[config.mk]
export PLATFORM = sky130hd
export DESIGN_NAME = fps_status_flags
export DESIGN_NICKNAME = d
export VERILOG_FILES = /design/src/pkg/fps_pkg.sv /design/src/pkg/fps_link_if.sv /design/src/rtl/fps_classify.sv /design/src/rtl/fps_transfer.sv /design/src/rtl/fps_status_flags.sv
export SDC_FILE = /design/constraint.sdc
export NUM_CORES = 1
export LEC_CHECK = 0
export BUFFER_PORTS_ARGS = -buffer_cell sky130_fd_sc_hd__buf_2
export CAP_MARGIN = 20
export CORE_AREA = 2 2 82 84
export CTS_CLUSTER_DIAMETER = 100
export CTS_CLUSTER_SIZE = 16
export DETAILED_ROUTE_END_ITERATION = 10
export DIE_AREA = 0 0 84 86
export GPL_TIMING_DRIVEN = 0
export PLACE_DENSITY = 0.75
export SYNTH_ARGS = -nofsm -noshare
export SYNTH_HDL_FRONTEND = slang
export SYNTH_SLANG_ARGS = --single-unit
[constraint.sdc]
create_clock -name clock -period 1.5 [get_ports clock]
set_clock_uncertainty 0.1 [all_clocks]
set_input_delay 0.075 -clock clock [delete_from_list [all_inputs] [get_ports clock]]
set_output_delay 0.075 -clock clock [all_outputs]
set_load 0.005 [all_outputs]
[src/pkg/fps_pkg.sv]
// Constants and types of the floating-point status flag block
package fps_pkg;

    // ------------------------------------------------------------
    // Status word layout
    // ------------------------------------------------------------
    localparam int STAT_W = 32;
    localparam int POS_SHADOW = 31;
    localparam int POS_RND_DBL = 10;
    localparam int POS_RND_SGL = 9;
    localparam int POS_TEST = 6;
    localparam int POS_INT_ZERO = 5;
    localparam int POS_INT_NEG = 4;
    localparam int POS_FP_ZERO = 3;
    localparam int POS_FP_NEG = 2;
    localparam int POS_LAT_UNF = 1;
    localparam int POS_LAT_EXC = 0;
    localparam int RSV_HI_W = 20;
    localparam int RSV_LO_W = 2;
    localparam int FLG_W = 7;
    localparam logic [STAT_W-1:0] STAT_RESET = 32'h0000_0000;

    // ------------------------------------------------------------
    // Main status register select bits (zero, negative, excess, test, carry)
    // ------------------------------------------------------------
    localparam int SEL_W = 5;
    localparam int SEL_Z = 0;
    localparam int SEL_N = 1;
    localparam int SEL_EXC = 2;
    localparam int SEL_TEST = 3;
    localparam int SEL_C = 4;

    // ------------------------------------------------------------
    // Floating-point operand fields
    // ------------------------------------------------------------
    localparam int VAL_W = 64;
    localparam int SGL_SIGN = 31;
    localparam int SGL_EXP_HI = 30;
    localparam int SGL_EXP_LO = 23;
    localparam int DBL_SIGN = 63;
    localparam int DBL_EXP_HI = 62;
    localparam int DBL_EXP_LO = 52;
    localparam int INT_W = 32;

    typedef struct packed {
        logic shadow;
        logic roundDbl;
        logic roundSgl;
        logic testFlag;
        logic intZero;
        logic intNeg;
        logic fpZero;
        logic fpNeg;
        logic latUnf;
        logic latExc;
    } fps_stat_type;

    typedef struct packed {
        fps_stat_type stat;
        logic mainWr;
        logic [SEL_W-1:0] mainMask;
        logic [SEL_W-1:0] mainVal;
    } fps_state_type;

endpackage

[src/pkg/fps_link_if.sv]
// Interface between the status core and its classify and transfer units
`timescale 1ns/1ps
`default_nettype none
interface fps_link_if
    import fps_pkg::*;
();
    logic [VAL_W-1:0] value;
    logic isDouble;
    logic fpZero;
    logic fpNeg;
    logic intZero;
    logic intNeg;
    logic [SEL_W-1:0] sel;
    fps_stat_type cur;
    logic [SEL_W-1:0] mainVal;
    logic clrExc;
    logic clrUnf;

    modport clsCore (output value, output isDouble, input fpZero, input fpNeg,
                     input intZero, input intNeg);
    modport clsUnit (input value, input isDouble, output fpZero, output fpNeg,
                     output intZero, output intNeg);
    modport xfrCore (output sel, output cur, input mainVal, input clrExc, input clrUnf);
    modport xfrUnit (input sel, input cur, output mainVal, output clrExc, output clrUnf);
endinterface
`default_nettype wire

[src/rtl/fps_classify.sv]
// Zero and negative classification of a moved value
`timescale 1ns/1ps
`default_nettype none
module fps_classify
    import fps_pkg::*;
(
    fps_link_if.clsUnit lnk
);
    logic [DBL_EXP_HI-DBL_EXP_LO:0] dblExp;
    logic [SGL_EXP_HI-SGL_EXP_LO:0] sglExp;
    logic expZero;
    logic sign;

    always_comb begin
        dblExp = lnk.value[DBL_EXP_HI:DBL_EXP_LO];
        sglExp = lnk.value[SGL_EXP_HI:SGL_EXP_LO];
        // A zero exponent covers both signed zeros and denormals: all read as +0
        expZero = lnk.isDouble ? (dblExp == '0) : (sglExp == '0);
        sign = lnk.isDouble ? lnk.value[DBL_SIGN] : lnk.value[SGL_SIGN];
        lnk.fpZero = expZero;
        lnk.fpNeg = sign & ~expZero;
        lnk.intZero = (lnk.value[INT_W-1:0] == '0);
        lnk.intNeg = lnk.value[INT_W-1];
    end
endmodule
`default_nettype wire

[src/rtl/fps_transfer.sv]
// Mapping of selected status flags onto the main status register bits
`timescale 1ns/1ps
`default_nettype none
module fps_transfer
    import fps_pkg::*;
(
    fps_link_if.xfrUnit lnk
);
    always_comb begin
        lnk.mainVal = '0;
        lnk.mainVal[SEL_Z] = lnk.cur.fpZero;
        lnk.mainVal[SEL_N] = lnk.cur.fpNeg;
        lnk.mainVal[SEL_EXC] = lnk.cur.latExc;
        lnk.mainVal[SEL_TEST] = lnk.cur.testFlag;
        lnk.mainVal[SEL_C] = lnk.cur.latUnf;
        lnk.clrExc = lnk.sel[SEL_EXC];
        lnk.clrUnf = lnk.sel[SEL_C];
    end
endmodule
`default_nettype wire

[src/rtl/fps_status_flags.sv]
// Floating-point status register with flag update, transfer and rounding modes
//
// Function
// - Moves into a floating-point register update zero and negative flags from the value.
// - Compare, min, max, negate and absolute results update zero and negative flags.
// - Arithmetic overflow or underflow sets the latched excess and underflow flags.
// - Latched excess and underflow flags are driven out as interrupt event levels.
// - Flag transfer copies each selected flag into its main status register bit.
// - Flag transfer clears latched excess or underflow when that flag is selected.
// - Restore forces the shadow-mode bit 31 to zero.
// - Save sets the shadow-mode bit to one.
// - Status load from memory leaves the shadow-mode bit unchanged; restore from shadow clears it.
// - Bits 30 to 11 and 8 to 7 are reserved and read zero.
// - Bit 10 picks double rounding: zero truncates, one rounds to nearest even.
// - Bit 9 picks single rounding: zero truncates, one rounds to nearest even.
// - Condition test writes test flag bit 6, clearing it when the condition is false.
// - Set-flags and save may also modify the test flag.
// - Every status field clears to zero at reset.
// - Latched underflow sits at bit 1, latched excess at bit 0.
// - Condition test sets the test flag when the condition is true.
// - Integer zero bit 5 and negative bit 4 follow the moved integer value.
// - Negative zero and denormals count as positive zero for the flags.
`timescale 1ns/1ps
`default_nettype none
module fps_status_flags
    import fps_pkg::*;
(
    input wire logic clock,
    input wire logic rst_b,
    // Value written to a floating-point register
    input wire logic wrValid,
    input wire logic wrDouble,
    input wire logic wrInt,
    input wire logic [VAL_W-1:0] wrValue,
    // Compare outcome
    input wire logic cmpValid,
    input wire logic cmpZero,
    input wire logic cmpNeg,
    // Arithmetic exceptions
    input wire logic arithValid,
    input wire logic arithOvf,
    input wire logic arithUnf,
    // Condition test
    input wire logic testValid,
    input wire logic testCond,
    // Set-flags and save share one mask and value over bits 6..0
    input wire logic setFlagsValid,
    input wire logic saveValid,
    input wire logic [FLG_W-1:0] flgMask,
    input wire logic [FLG_W-1:0] flgValue,
    // Status load from memory or restore from shadow copy
    input wire logic ldValid,
    input wire logic [STAT_W-1:0] ldValue,
    input wire logic restoreValid,
    input wire logic [STAT_W-1:0] restoreValue,
    // Flag transfer to main status register
    input wire logic xferValid,
    input wire logic [SEL_W-1:0] xferSel,
    output logic mainWr,
    output logic [SEL_W-1:0] mainMask,
    output logic [SEL_W-1:0] mainVal,
    // Status read and mode outputs
    output logic [STAT_W-1:0] statusOut,
    output logic roundDouble,
    output logic roundSingle,
    output logic excessEvent,
    output logic underflowEvent
);

    // ------------------------------------------------------------
    // State
    // ------------------------------------------------------------
    fps_state_type cur_ff;
    fps_state_type nxt_cur;
    logic [STAT_W-1:0] srcWord;

    fps_link_if lnk ();

    fps_classify u_classify (
        .lnk(lnk.clsUnit)
    );

    fps_transfer u_transfer (
        .lnk(lnk.xfrUnit)
    );

    assign lnk.value = wrValue;
    assign lnk.isDouble = wrDouble;
    assign lnk.sel = xferSel;
    assign lnk.cur = cur_ff.stat;

    // ------------------------------------------------------------
    // Next state
    // ------------------------------------------------------------
    // One instruction per cycle is expected; where several strobes meet,
    // later steps override earlier ones and exception sets come last.
    always_comb begin
        nxt_cur = cur_ff;
        nxt_cur.mainWr = 1'b0;
        srcWord = restoreValid ? restoreValue : ldValue;
        if (ldValid || restoreValid) begin
            nxt_cur.stat.roundDbl = srcWord[POS_RND_DBL];
            nxt_cur.stat.roundSgl = srcWord[POS_RND_SGL];
            nxt_cur.stat[FLG_W-1:0] = srcWord[FLG_W-1:0];
        end
        if (restoreValid) begin
            nxt_cur.stat.shadow = 1'b0;
        end
        if (setFlagsValid || saveValid) begin
            // Only masked flags change; covers test flag too
            nxt_cur.stat[FLG_W-1:0] = (nxt_cur.stat[FLG_W-1:0] & ~flgMask)
                | (flgValue & flgMask);
        end
        if (saveValid) begin
            nxt_cur.stat.shadow = 1'b1;
        end
        if (testValid) begin
            nxt_cur.stat.testFlag = testCond;
        end
        if (wrValid) begin
            nxt_cur.stat.fpZero = lnk.fpZero;
            nxt_cur.stat.fpNeg = lnk.fpNeg;
            if (wrInt) begin
                nxt_cur.stat.intZero = lnk.intZero;
                nxt_cur.stat.intNeg = lnk.intNeg;
            end
        end
        if (cmpValid) begin
            nxt_cur.stat.fpZero = cmpZero;
            nxt_cur.stat.fpNeg = cmpNeg & ~cmpZero;
        end
        if (xferValid) begin
            nxt_cur.mainWr = 1'b1;
            nxt_cur.mainMask = xferSel;
            nxt_cur.mainVal = lnk.mainVal & xferSel;
            if (lnk.clrExc) begin
                nxt_cur.stat.latExc = 1'b0;
            end
            if (lnk.clrUnf) begin
                nxt_cur.stat.latUnf = 1'b0;
            end
        end
        // Sticky set wins over any clear in the same cycle
        if (arithValid) begin
            nxt_cur.stat.latExc = nxt_cur.stat.latExc | arithOvf;
            nxt_cur.stat.latUnf = nxt_cur.stat.latUnf | arithUnf;
        end
    end

    // ------------------------------------------------------------
    // Register
    // ------------------------------------------------------------
    always_ff @(posedge clock or negedge rst_b) begin
        if (!rst_b) begin
            cur_ff <= '0;
        end else begin
            cur_ff <= nxt_cur;
        end
    end

    // ------------------------------------------------------------
    // Outputs
    // ------------------------------------------------------------
    assign statusOut = {cur_ff.stat.shadow, {RSV_HI_W{1'b0}}, cur_ff.stat.roundDbl,
        cur_ff.stat.roundSgl, {RSV_LO_W{1'b0}}, cur_ff.stat[FLG_W-1:0]};
    // Rounding selects feed the datapaths directly
    assign roundDouble = cur_ff.stat.roundDbl;
    assign roundSingle = cur_ff.stat.roundSgl;
    assign excessEvent = cur_ff.stat.latExc;
    assign underflowEvent = cur_ff.stat.latUnf;
    assign mainWr = cur_ff.mainWr;
    assign mainMask = cur_ff.mainMask;
    assign mainVal = cur_ff.mainVal;

endmodule
`default_nettype wire

==> results.sh <==
export IMPL_nFillCells=625
export IMPL_final_max_slew_viol_count=0
export IMPL_path_depth=5
export IMPL_vias=1693
export IMPL_drive_gt1_share_pct=51.1
export IMPL_core_area_um2=6280
export IMPL_drt_vias_per_instance=4.23
export IMPL_die_h_um=86
export IMPL_placed_area_um2=2190
export IMPL_cts_root_buf="clkbuf_8"
export IMPL_grt_setup_unrepaired="no"
export IMPL_status="finished clean"
export IMPL_synthesis_area_um2=1400
export IMPL_worst_ep_arrival_time_ns=1.42
export IMPL_critPathLaunchType="input pin"
export IMPL_startpoint="cmpValid"
export IMPL_dieArea_um2=7220
export IMPL_path_delay_family="buffers and inverters"
export IMPL_drtIter0Drc=27
export IMPL_syn_to_final_growth_pct=76.6
export IMPL_r2r_end="underflowEvent"
export IMPL_fin_hold_ws_ns=0.00265
export IMPL_die_x_um=84
export IMPL_cts_inserted_buffers=3
export IMPL_yosysTopAreaCell="dfrtp_1"
export IMPL_min_path_type="in2reg"
export IMPL_max_stage_delay_ns=0.55
export IMPL_ir_drop_mv=0.318
export IMPL_cp_max_fo=5
export IMPL_gp_congestion=0.771
export IMPL_synth_common_cells="26 x buf_4, 21 x dfrtp_1, 12 x nand2_1, 11 x o21ai_0, 10 x mux2i_1"
export IMPL_holdBufCountCts=24
export IMPL_yosysTopAreaCellShare_pct=37.5
export IMPL_required_ns=1.56
export IMPL_stdcell_area_um2=2470
export IMPL_yosysWarningCount=0
export IMPL_final_antenna_net_count=0
export IMPL_dp_hpwl_mm=4.03
export IMPL_ys_top_cells_by_area="dfrtp_1 38%, buf_4 14%, mux2i_1 7.1%, nor4_1 4.0%, o21ai_0 3.9%"
export IMPL_cts_clk_slew_worst_paths_ns=0.08
export IMPL_clockBufferDepth=2
export IMPL_cts_tree="yes"
export IMPL_synth_async_reset_ratio_pct=100
export IMPL_start_util_pct=22.3
export IMPL_avgRoutedWirePerCell_um=12.4
export IMPL_whs_path_depth=4
export IMPL_worstSetupEndpointType="flop"
export IMPL_port_buffers=122
export IMPL_cts_max_level=1
export IMPL_ys_ff_latch=21
export IMPL_multi_input_area_um2=693
export IMPL_gr_usage_all_layers_pct=13.7
export IMPL_setup_tns_final_ns=0
export IMPL_whs_endpoint="statusOut[5]"
export IMPL_drt_total_wl_mm=4.98
export IMPL_crit_buf_inv=3
export IMPL_finalHoldViolCount=0
export IMPL_seq_area_um2=526
export IMPL_netlist_instances=152
export IMPL_fin_nets=489
export IMPL_reg2reg_depth=4
export IMPL_min_period_over_period_pct=90.7
export IMPL_fmax_ghz=0.735
export IMPL_ff2ff_setup_slack_ns=0.15
export IMPL_drc=0
export IMPL_drtPass1Iterations=4
export IMPL_synth_edff_count=0
export IMPL_grt_antenna_before_repair=0
export IMPL_synth_cell_types=36
export IMPL_slowest_stage="dlygate4sd3_1"
export IMPL_hold_start="wrValue[17]"
export IMPL_r2r_start="underflowEvent"
export IMPL_layout_min_cycle_time_ns=1.36
export IMPL_gr_total_overflow=0
export IMPL_yosysMostFrequentCell="buf_4"
export IMPL_max_cap_viol_count=0
export IMPL_post_cts_buffers=0
export IMPL_num_rows=29
export IMPL_synth_flop_cell="dfrtp_1"
export IMPL_syn_area_per_cell_um2=9.21
export IMPL_cts_resized=0
export IMPL_powerDensity_nw_per_um2=622
export IMPL_power_leakage_uw=0.00134
export IMPL_crit_type="in2reg"
export IMPL_grt_max_degree=22
export IMPL_setup_viol=0
export IMPL_clk_latency_ns=0.26
export IMPL_grt_pass1_vias=1691
export IMPL_crit_top_cell="dlygate4sd3_1"
export IMPL_cp_cell_sequence="dlygate4sd3_1 -> buf_2 -> nand2_1 -> dlygate4sd3_1 -> o21ai_2"
export IMPL_grt_first_pass_wirelength_mm=7.81
export IMPL_cts_num_sinks=21
export IMPL_ys_seq_area_share_pct=37.5
export IMPL_n_antenna_cell=0
export IMPL_io_pins=212
[worst max-delay path by stage]
stage / to
after floorplan: excessEvent
after global placement: excessEvent
after detailed placement: excessEvent
after CTS: statusOut[3]
after global routing: excessEvent
final: statusOut[3]
[state kept, by name, summed over array words and instances, names as in the netlist]
signal          flops
mainVal             5
mainWr              1
statusOut           6
excessEvent         1
underflowEvent      1
roundDouble         1
roundSingle         1
mainMask            5
[through the flow]
step / instances / setup WS [ns] / total power, uW / util [%]
floorplan: 173 / 0.239 / 875 / -
CTS: 400 / 0.139 / 1560 / 39.4
global placement: 372 / 0.0754 / 1120 / 34.8
detailed placement: 372 / 0.0785 / 1130 / 34.8
global route: 400 / 0.0959 / 1650 / 39.4
finish: 400 / 0.139 / 1540 / 39.4
[report_power, final]
group | switching (uW) | leakage (uW) | internal [uW] | total [uW]
Sequential | 35.2 | 0.000256 | 619 | 654
Combinational | 202 | 0.00106 | 304 | 507
Clock | 192 | 0.0000255 | 185 | 378
[cells in the final DEF, fill, tap and decap left out, types with 2 or more instances in the layout]
master,instances
a221oi_1,3
a22o_1,2
a31oi_1,3
and3_1,2
buf_2,123
buf_4,26
buf_6,2
clkbuf_1,2
clkbuf_8,3
conb_1,22
dfrtp_1,21
dlygate4sd3_1,24
inv_1,7
mux2_2,4
mux2i_1,10
nand2_1,12
nand3_1,9
nor2_1,3
nor2b_1,5
nor4_1,9
o21ai_0,11
o21ai_1,3
[kinds of logic after synthesis]
| logic type | share of synthesized area (%) |
|---|---|
| other | 0.268 |
| AND/OR/NAND/NOR | 18.3 |
| AO/OA/AOI/OAI | 14.1 |
| buffers and inverters | 18.6 |
| flip-flops | 37.5 |
| multiplexers | 11.2 |
[tightest hold or removal path: stages]
cell and delay (ns):
buf_2 0.08, nor4_1 0.03, nand3_1 0.07, o31ai_1 0.08
[metal layers]
layer,track usage [%],vias to the layer above,part of all wire [%]
met5,0,-,0
met3,2.41,7,9.1
met1,15.6,735,40
li1,-,841,-
met2,25.9,110,50
met4,4.40,0,1.4
[area by class of cell]
class | count | area share [%]
repair buffers | 146 | 34.4
multi-input cells | 113 | 28.0
flip-flops and latches | 21 | 21.3
plain buffers | 31 | 9.31
well taps | 77 | 3.90
clock buffers | 3 | 1.67
inverters | 8 | 1.21
clock inverters | 1 | 0.202
No activity file was read; power rests on OpenSTA's default activity.
